[src/hdl/uart_sfr_defines.vh]
`ifndef UART_SFR_DEFINES_VH
`define UART_SFR_DEFINES_VH

// special-function-register addresses
`define UART_SBUF_ADDR   8'h99
`define UART_CTRL_ADDR   8'h98

// control register field positions
`define CTRL_MODE9_BIT   7
`define CTRL_UNUSED_BIT  6
`define CTRL_MCE_BIT     5
`define CTRL_REN_BIT     4
`define CTRL_TB8_BIT     3
`define CTRL_RB8_BIT     2
`define CTRL_TI_BIT      1
`define CTRL_RI_BIT      0

// reset values
`define SBUF_RST         8'h00
`define BIT_RST          1'b0
`define UNUSED_READ      1'b1
`define RDATA_ZERO       8'h00

// serial timing: bit period from clock and baud rate
`define UART_CLK_HZ      100000000
`define UART_BAUD        115200
`define BIT_CYCLES       (`UART_CLK_HZ / `UART_BAUD)

// frame counts
`define DATA_BITS        4'h8
`define CNT_ZERO         16'h0000
`define BITCNT_ZERO      4'h0
`define BITCNT_ONE       4'h1

// transmit and receive states
`define TX_IDLE          3'h0
`define TX_START         3'h1
`define TX_DATA          3'h2
`define TX_NINTH         3'h3
`define TX_STOP          3'h4
`define RX_IDLE          3'h0
`define RX_START         3'h1
`define RX_DATA          3'h2
`define RX_NINTH         3'h3
`define RX_STOP          3'h4

`endif

[src/hdl/uart_tx_queue.v]
`timescale 1ns/1ns
// two-entry queue, keeps a byte written while the shifter is busy
module uart_tx_queue
(
  input  wire       clk_i,
  input  wire       sys_rst_i,
  input  wire       ce_i,
  input  wire       in_valid_i,
  output wire       in_ready_o,
  input  wire [8:0] in_data_i,
  output wire       out_valid_o,
  input  wire       out_ready_i,
  output wire [8:0] out_data_o
);

  reg [8:0] mem_q [0:1];
  reg       wr_ptr_q;
  reg       rd_ptr_q;
  reg [1:0] count_q;
  wire      push;
  wire      pop;

  assign in_ready_o  = (count_q != 2'h2);
  assign out_valid_o = (count_q != 2'h0);
  assign out_data_o  = mem_q[rd_ptr_q];
  assign push        = in_valid_i & in_ready_o;
  assign pop         = out_valid_o & out_ready_i;

  always @(posedge clk_i)
  begin
    if (sys_rst_i)
    begin
      wr_ptr_q   <= 1'b0;
      rd_ptr_q   <= 1'b0;
      count_q    <= 2'h0;
      mem_q[0]   <= 9'h000;
      mem_q[1]   <= 9'h000;
    end
    else if (ce_i)
    begin
      if (push)
      begin
        mem_q[wr_ptr_q] <= in_data_i;
        wr_ptr_q        <= ~wr_ptr_q;
      end
      if (pop)
        rd_ptr_q <= ~rd_ptr_q;
      if (push & ~pop)
        count_q <= count_q + 2'h1;
      else if (pop & ~push)
        count_q <= count_q - 2'h1;
    end
  end

endmodule

[src/hdl/uart_data_buffer_and_flags.v]
`timescale 1ns/1ns
//
// Contract
// - one data address: writes reach transmit shifter, reads receive latch
// - byte the queue accepts is held until it has been shifted out
// - each data write the queue accepts starts a transmission, no other command needed
// - data read returns the receive latch, never the pending transmit byte
// - 9-bit framing sends software ninth bit after the eight data bits
// - receive ninth-bit flag takes ninth bit, or stop bit in 8-bit framing
// - transmit-complete flag sets at start of the stop-bit time
// - at mid stop bit, load latch and flag only if flag clear, check passes
//
module uart_data_buffer_and_flags
(
  input  wire       clk_i,
  input  wire       sys_rst_i,
  input  wire       ce_i,
  input  wire [7:0] sfr_addr_i,
  input  wire       sfr_wr_i,
  input  wire       sfr_rd_i,
  input  wire [7:0] sfr_wdata_i,
  output reg  [7:0] sfr_rdata_o,
  output wire       tx_ready_o,
  input  wire       rx_i,
  output reg        tx_o
);

`include "uart_sfr_defines.vh"

  localparam [31:0] BIT_FULL = `BIT_CYCLES;
  localparam [31:0] BIT_HALF = `BIT_CYCLES / 2;
  localparam [15:0] BIT_LAST = BIT_FULL[15:0] - 16'h0001;
  localparam [15:0] HALF_LAST = BIT_HALF[15:0] - 16'h0001;

  //////////////////////////////////////////////////////////////////////////
  // control register and decode

  reg        mode9_q;
  reg        mce_q;
  reg        ren_q;
  reg        tx_ninth_bit_q;
  reg        rx_ninth_bit_q;
  reg        tx_complete_flag_q;
  reg        rx_complete_flag_q;
  reg  [7:0] rx_latch_q;
  reg  [7:0] rx_sh_q;
  wire       wr_data;
  wire       wr_ctrl;
  wire       set_ti;
  wire       set_ri;
  wire       rb8_value;
  wire [7:0] ctrl_view;

  assign wr_data = sfr_wr_i & (sfr_addr_i == `UART_SBUF_ADDR);
  assign wr_ctrl = sfr_wr_i & (sfr_addr_i == `UART_CTRL_ADDR);

  assign ctrl_view = {mode9_q, `UNUSED_READ, mce_q, ren_q, tx_ninth_bit_q,
                      rx_ninth_bit_q, tx_complete_flag_q, rx_complete_flag_q};

  // flags: a hardware set in the same cycle as a software write wins
  always @(posedge clk_i)
  begin
    if (sys_rst_i)
    begin
      mode9_q            <= `BIT_RST;
      mce_q              <= `BIT_RST;
      ren_q              <= `BIT_RST;
      tx_ninth_bit_q     <= `BIT_RST;
      rx_ninth_bit_q     <= `BIT_RST;
      tx_complete_flag_q <= `BIT_RST;
      rx_complete_flag_q <= `BIT_RST;
      rx_latch_q         <= `SBUF_RST;
      sfr_rdata_o        <= `RDATA_ZERO;
    end
    else if (ce_i)
    begin
      if (wr_ctrl)
      begin
        mode9_q        <= sfr_wdata_i[`CTRL_MODE9_BIT];
        mce_q          <= sfr_wdata_i[`CTRL_MCE_BIT];
        ren_q          <= sfr_wdata_i[`CTRL_REN_BIT];
        tx_ninth_bit_q <= sfr_wdata_i[`CTRL_TB8_BIT];
      end
      if (set_ri)
      begin
        rx_latch_q     <= rx_sh_q;
        rx_ninth_bit_q <= rb8_value;
      end
      else if (wr_ctrl)
        rx_ninth_bit_q <= sfr_wdata_i[`CTRL_RB8_BIT];
      // only software takes these down
      if (set_ti)
        tx_complete_flag_q <= 1'b1;
      else if (wr_ctrl)
        tx_complete_flag_q <= sfr_wdata_i[`CTRL_TI_BIT];
      if (set_ri)
        rx_complete_flag_q <= 1'b1;
      else if (wr_ctrl)
        rx_complete_flag_q <= sfr_wdata_i[`CTRL_RI_BIT];
      if (sfr_rd_i & (sfr_addr_i == `UART_SBUF_ADDR))
        sfr_rdata_o <= rx_latch_q;
      else if (sfr_rd_i & (sfr_addr_i == `UART_CTRL_ADDR))
        sfr_rdata_o <= ctrl_view;
      else if (sfr_rd_i)
        sfr_rdata_o <= `RDATA_ZERO;
    end
  end

  //////////////////////////////////////////////////////////////////////////
  // transmit queue and shifter

  wire        q_valid;
  wire [8:0]  q_data;
  wire        q_pop;
  reg  [2:0]  tx_state_q;
  reg  [15:0] tx_cnt_q;
  reg  [3:0]  tx_bits_q;
  reg  [8:0]  tx_sh_q;
  wire        tx_tick;

  // a write while both entries are full is dropped; poll tx_ready_o first
  uart_tx_queue u_queue
  (
    .clk_i       (clk_i),
    .sys_rst_i   (sys_rst_i),
    .ce_i        (ce_i),
    .in_valid_i  (wr_data),
    .in_ready_o  (tx_ready_o),
    .in_data_i   ({tx_ninth_bit_q, sfr_wdata_i}),
    .out_valid_o (q_valid),
    .out_ready_i (q_pop),
    .out_data_o  (q_data)
  );

  assign q_pop   = (tx_state_q == `TX_IDLE);
  assign tx_tick = (tx_cnt_q == `CNT_ZERO);
  assign set_ti  = tx_tick & (((tx_state_q == `TX_DATA) & ~mode9_q &
                   (tx_bits_q == `BITCNT_ONE)) | (tx_state_q == `TX_NINTH));

  always @(posedge clk_i)
  begin
    if (sys_rst_i)
    begin
      tx_state_q <= `TX_IDLE;
      tx_cnt_q   <= `CNT_ZERO;
      tx_bits_q  <= `BITCNT_ZERO;
      tx_sh_q    <= 9'h000;
      tx_o       <= 1'b1;
    end
    else if (ce_i)
    begin
      tx_cnt_q <= tx_tick ? BIT_LAST : tx_cnt_q - 16'h0001;
      case (tx_state_q)
        `TX_IDLE:
        begin
          tx_o <= 1'b1;
          if (q_valid)
          begin
            tx_sh_q    <= q_data;
            tx_o       <= 1'b0;
            tx_cnt_q   <= BIT_LAST;
            tx_state_q <= `TX_START;
          end
        end
        `TX_START:
          if (tx_tick)
          begin
            tx_o       <= tx_sh_q[0];
            tx_sh_q    <= {1'b0, tx_sh_q[8:1]};
            tx_bits_q  <= `DATA_BITS;
            tx_state_q <= `TX_DATA;
          end
        `TX_DATA:
          if (tx_tick)
          begin
            tx_bits_q <= tx_bits_q - `BITCNT_ONE;
            if (tx_bits_q != `BITCNT_ONE)
            begin
              tx_o    <= tx_sh_q[0];
              tx_sh_q <= {1'b0, tx_sh_q[8:1]};
            end
            else if (mode9_q)
            begin
              tx_o       <= tx_sh_q[0];
              tx_state_q <= `TX_NINTH;
            end
            else
            begin
              tx_o       <= 1'b1;
              tx_state_q <= `TX_STOP;
            end
          end
        `TX_NINTH:
          if (tx_tick)
          begin
            tx_o       <= 1'b1;
            tx_state_q <= `TX_STOP;
          end
        `TX_STOP:
          if (tx_tick)
            tx_state_q <= `TX_IDLE;
        default:
          tx_state_q <= `TX_IDLE;
      endcase
    end
  end

  //////////////////////////////////////////////////////////////////////////
  // receiver: three-stage pin filter, mid-bit sampling

  reg         rx_s1_q;
  reg         rx_s2_q;
  reg         rx_s3_q;
  reg         rx_line_q;
  reg  [2:0]  rx_state_q;
  reg  [15:0] rx_cnt_q;
  reg  [3:0]  rx_bits_q;
  reg         rx_bit9_q;
  wire        rx_tick;
  wire        accept;

  assign rx_tick   = (rx_cnt_q == `CNT_ZERO);
  assign rb8_value = mode9_q ? rx_bit9_q : rx_line_q;
  // multiprocessor check looks at ninth bit, or stop level in 8-bit framing
  assign accept    = ~rx_complete_flag_q & (~mce_q | rb8_value);
  assign set_ri    = (rx_state_q == `RX_STOP) & rx_tick & accept;

  always @(posedge clk_i)
  begin
    if (sys_rst_i)
    begin
      rx_s1_q    <= 1'b1;
      rx_s2_q    <= 1'b1;
      rx_s3_q    <= 1'b1;
      rx_line_q  <= 1'b1;
      rx_state_q <= `RX_IDLE;
      rx_cnt_q   <= `CNT_ZERO;
      rx_bits_q  <= `BITCNT_ZERO;
      rx_sh_q    <= `SBUF_RST;
      rx_bit9_q  <= 1'b0;
    end
    else if (ce_i)
    begin
      rx_s1_q <= rx_i;
      rx_s2_q <= rx_s1_q;
      rx_s3_q <= rx_s2_q;
      if (rx_s2_q == rx_s3_q)
        rx_line_q <= rx_s3_q;
      rx_cnt_q <= rx_tick ? BIT_LAST : rx_cnt_q - 16'h0001;
      case (rx_state_q)
        `RX_IDLE:
          if (ren_q & ~rx_line_q)
          begin
            rx_cnt_q   <= HALF_LAST;
            rx_state_q <= `RX_START;
          end
        `RX_START:
          if (rx_tick)
          begin
            // a glitch shorter than half a bit is not a start
            rx_state_q <= rx_line_q ? `RX_IDLE : `RX_DATA;
            rx_bits_q  <= `DATA_BITS;
          end
        `RX_DATA:
          if (rx_tick)
          begin
            rx_sh_q   <= {rx_line_q, rx_sh_q[7:1]};
            rx_bits_q <= rx_bits_q - `BITCNT_ONE;
            if (rx_bits_q == `BITCNT_ONE)
              rx_state_q <= mode9_q ? `RX_NINTH : `RX_STOP;
          end
        `RX_NINTH:
          if (rx_tick)
          begin
            rx_bit9_q  <= rx_line_q;
            rx_state_q <= `RX_STOP;
          end
        `RX_STOP:
          if (rx_tick)
            rx_state_q <= `RX_IDLE;
        default:
          rx_state_q <= `RX_IDLE;
      endcase
    end
  end

endmodule

[config.mk]
export PLATFORM = sky130hd
export DESIGN_NAME = uart_data_buffer_and_flags
export DESIGN_NICKNAME = d
export VERILOG_FILES = /design/src/hdl/uart_tx_queue.v /design/src/hdl/uart_data_buffer_and_flags.v
export VERILOG_INCLUDE_DIRS = /design/src /design/src/hdl
export SDC_FILE = /design/constraint.sdc
export NUM_CORES = 1
export LEC_CHECK = 0
export ABC_AREA = 1
export BUFFER_PORTS_ARGS = -buffer_cell sky130_fd_sc_hd__buf_2
export CAP_MARGIN = 40
export CORE_MARGIN = 3
export CORE_UTILIZATION = 30
export DETAILED_ROUTE_END_ITERATION = 10
export GPL_ROUTABILITY_DRIVEN = 0
export PLACE_DENSITY = 0.5
export RECOVER_POWER = 25
export SKIP_CTS_REPAIR_TIMING = 1
export SLEW_MARGIN = 20
export SYNTH_ARGS = -nofsm -noshare
export SYNTH_HDL_FRONTEND = slang
export SYNTH_HIERARCHICAL = 1
export SYNTH_SLANG_ARGS = --single-unit
[constraint.sdc]
create_clock -name clk_i -period 3.2 [get_ports clk_i]
set_input_delay 0.32 -clock clk_i [delete_from_list [all_inputs] [get_ports clk_i]]
set_output_delay 0.32 -clock clk_i [all_outputs]
set_load 0.02 [all_outputs]
==> flow_metrics.env <==
export IMPL_grt_pass1_vias=4970
export IMPL_dp_hpwl_mm=9.93
export IMPL_hold_viol_final=0
export IMPL_worstReg2RegStart="rx_cnt_q[0]"
export IMPL_worst_ir_drop_vdd_mv=0.381
export IMPL_numClockSinks=115
export IMPL_syn_inst=837
export IMPL_use_met2_pct=21.2
export IMPL_fin_util_pct=35.9
export IMPL_critPathBufInv=1
export IMPL_stdcell_area_mm2=0.00680
export IMPL_area_growth_syn_to_layout_pct=16.2
export IMPL_synth_area_leader_cell="dfxtp_1"
export IMPL_worstPathMaxFanout=11
export IMPL_path_class="input pin to flip-flop"
export IMPL_wl_mm=13.7
export IMPL_grt_busiest_layer="met2"
export IMPL_p_leak_nw=3.00
export IMPL_p_per_area_mw_per_mm2=855
export IMPL_finClkSkew_ns=0.00554
export IMPL_die_y_um=146
export IMPL_routedWlPerCell_um=12.0
export IMPL_final_net_count=904
export IMPL_rr_endpoint="rx_ninth_bit_q"
export IMPL_critPathCaptureType="flip-flop"
export IMPL_final_cell_mix="nor2_1 (196), nand2_1 (179), dfxtp_1 (97), inv_1 (93), o21ai_0 (47)"
export IMPL_avgSynthCellArea_um2=6.99
export IMPL_critPathLaunch="sfr_addr_i[5]"
export IMPL_tightest_slew_ns=1.96
export IMPL_cts_root_buf="clkbuf_16"
export IMPL_die_area_mm2=0.0212
export IMPL_synth_top_area_share_pct=33.2
export IMPL_fin_crit_sh_pct=72.9
export IMPL_cp_data_required_time_ns=3.27
export IMPL_ios=32
export IMPL_antenna_found_initial=0
export IMPL_crit_family="simple AND/OR/NAND/NOR gates"
export IMPL_setup_violations=0
export IMPL_cap_violations=1
export IMPL_grt_usage_pct=13.5
export IMPL_cp_slowest_cell="nand2_1"
export IMPL_synthArstFlopShare_pct=0
export IMPL_dpl_cell_area_mm2=0.00626
export IMPL_viasPerCell=4.47
export IMPL_use_met1_pct=18.6
export IMPL_worstPathCellList="buf_2, nor3_1, nand4_1, nor2_1, a21boi_0, nand4_1, nand2_1"
export IMPL_cpPeakStageDelay_ns=0.44
export IMPL_grt_pass1_wl_mm=23.9
export IMPL_period_minus_slack_ns=2.33
export IMPL_diodes=0
export IMPL_num_rows=50
export IMPL_drt_iter0_markers=302
export IMPL_drc=0
export IMPL_hold_start="rx_i"
export IMPL_synth_cell_types=43
export IMPL_insertion_delay_ns=0.41
export IMPL_seq_area_frac_synth_pct=42.4
export IMPL_failed_checks="max-capacitance violations, max-slew violations"
export IMPL_syn_area_mm2=0.00585
export IMPL_layout_commonest_cell="nor2_1"
export IMPL_slew_headroom_pct=-31.0
export IMPL_ctsLongestPathBuffers=2
export IMPL_syn_nets=867
export IMPL_rsz0062_at_grt="no"
export IMPL_fillers=2040
export IMPL_synthTopCellsByArea="dfxtp_1 (33%), nor2_1 (13%), nand2_1 (11%)"
export IMPL_rrSetupSlack_ns=1.25
export IMPL_ant_nets=0
export IMPL_cts_max_level=4
export IMPL_hold_end="rx_s1_q"
export IMPL_drive_gt1_share_pct=10.7
export IMPL_synth_edf_count=18
export IMPL_synth_seq_cells=115
export IMPL_cts_tree="yes"
export IMPL_crit_arrival_ns=2.41
export IMPL_numCtsBuffers=17
export IMPL_die_w_um=146
export IMPL_worstHoldPathType="input pin to flip-flop"
export IMPL_numPortBuffers=31
export IMPL_worst_setup_hold_path_clk_slew_ns=0.05
export IMPL_initial_utilization_pct=30.9
export IMPL_cp_depth=7
export IMPL_core_area_mm2=0.0190
export IMPL_yosysWarnings=6
export IMPL_first_pass_iters=4
export IMPL_start_kind="input pin"
export IMPL_status="complete, but fails checks"
export IMPL_slew_viol_final=48
export IMPL_ys_flop_type="dfxtp_1"
export IMPL_r2r_cells=9
export IMPL_cp_common_cell="nand4_1"
export IMPL_vias=5126
export IMPL_met3_usage_pct=3.58
export IMPL_tns_ns=0
export IMPL_holdPathStages=3
export IMPL_grt_max_degree=48
export IMPL_clock_fmax_mhz=429
export IMPL_grt_ovfl_total=0
==> cells by family (layout without fill, tap and decap cells) <==
family	count (synthesis)	in the layout	share of synthesized area, %
multiplexers	9	9	1.73
adder cells (fa/ha/maj)	8	8	1.71
AND/OR/NAND/NOR	466	466	33.6
buffers and inverters	119	169	8.36
flip-flops	115	115	42.4
AO/OA/AOI/OAI	108	108	10.3
XOR/XNOR	12	12	1.80
==> cell usage after synthesis, types with 2 or more instances <==
| cell | number |
|---|---|
| a211oi_1 | 4 |
| a21oi_1 | 29 |
| a31oi_1 | 5 |
| buf_2 | 4 |
| buf_6 | 4 |
| clkbuf_1 | 8 |
| dfxtp_1 | 97 |
| edfxtp_1 | 18 |
| ha_1 | 8 |
| inv_1 | 92 |
| inv_2 | 7 |
| mux2_2 | 9 |
| nand2_1 | 179 |
| nand2_2 | 6 |
| nand2_4 | 2 |
| nand3_1 | 41 |
| nand3b_1 | 3 |
| nand4_1 | 11 |
| nand4_2 | 2 |
| nor2_1 | 196 |
| nor2_2 | 7 |
| nor2_4 | 3 |
| nor3_1 | 11 |
| o211ai_1 | 7 |
| o21ai_0 | 47 |
| o21ai_1 | 8 |
| o22ai_1 | 3 |
| xnor2_1 | 2 |
| xor2_1 | 10 |
==> sequential cells by signal, indices dropped and copies added, names as in the netlist, 2 cells and up, named ones only <==
signal	cells
sfr_rdata_o	8
tx_state_q	3
rx_bits_q	4
rx_cnt_q	16
rx_state_q	3
tx_sh_q	9
rx_sh_q	8
u_queue/mem_q	18
tx_cnt_q	16
tx_bits_q	4
u_queue/count_q	2
rx_latch_q	8
==> per-stage QoR <==
stage          setup WS [ns]  hold WS, ns  power [mW]  cells
2_1_floorplan           1.37        0.389        3.62    837
3_3_place_gp            1.03        0.444        4.01   1115
3_5_place_dp           0.963        0.450        4.01   1115
4_1_cts                 1.24        0.121        5.90   1147
5_1_grt                0.540        0.140        6.36   1147
6_report               0.867        0.134        5.82   1147
==> cell type report <==
class                   count  area, um^2  area share (%)
repair buffers             35         169            2.48
multi-input cells         603        2850            41.9
clock inverters            13         124            1.82
clock buffers              19         464            6.82
flip-flops and latches    115        2480            36.5
inverters                 102         387            5.68
well taps                 260         325            4.78
==> where the power goes <==
group | switching, mW | internal, mW | total [mW]
clock network | 0.717 | 1.14 | 1.86
registers | 0.232 | 1.73 | 1.96
logic | 1.33 | 0.668 | 2.00
==> worst max-delay path by stage <==
stage                                     end  slack, ns
after global placement    u_queue/mem_q[0][6]       1.03
after detailed placement  u_queue/mem_q[0][6]       0.96
after CTS                      rx_ninth_bit_q       1.24
after global routing            rx_latch_q[0]       0.54
after floorplan           u_queue/mem_q[1][0]       1.37
final                     u_queue/mem_q[0][8]       0.87
==> routing by layer <==
| layer | vias to the layer above | wire [um] |
|---|---|---|
| met4 | 0 | 147 |
| met1 | 2302 | 7030 |
| li1 | 2752 | - |
| met2 | 55 | 6110 |
| met3 | 17 | 427 |
| met5 | - | 0 |
==> worst min-delay path: cells and delay by family <==
kind          cells  cell delay, ns
simple gates      2            0.12
buf+inv           1            0.08
Note: power is estimated with default switching activity, not from simulation.
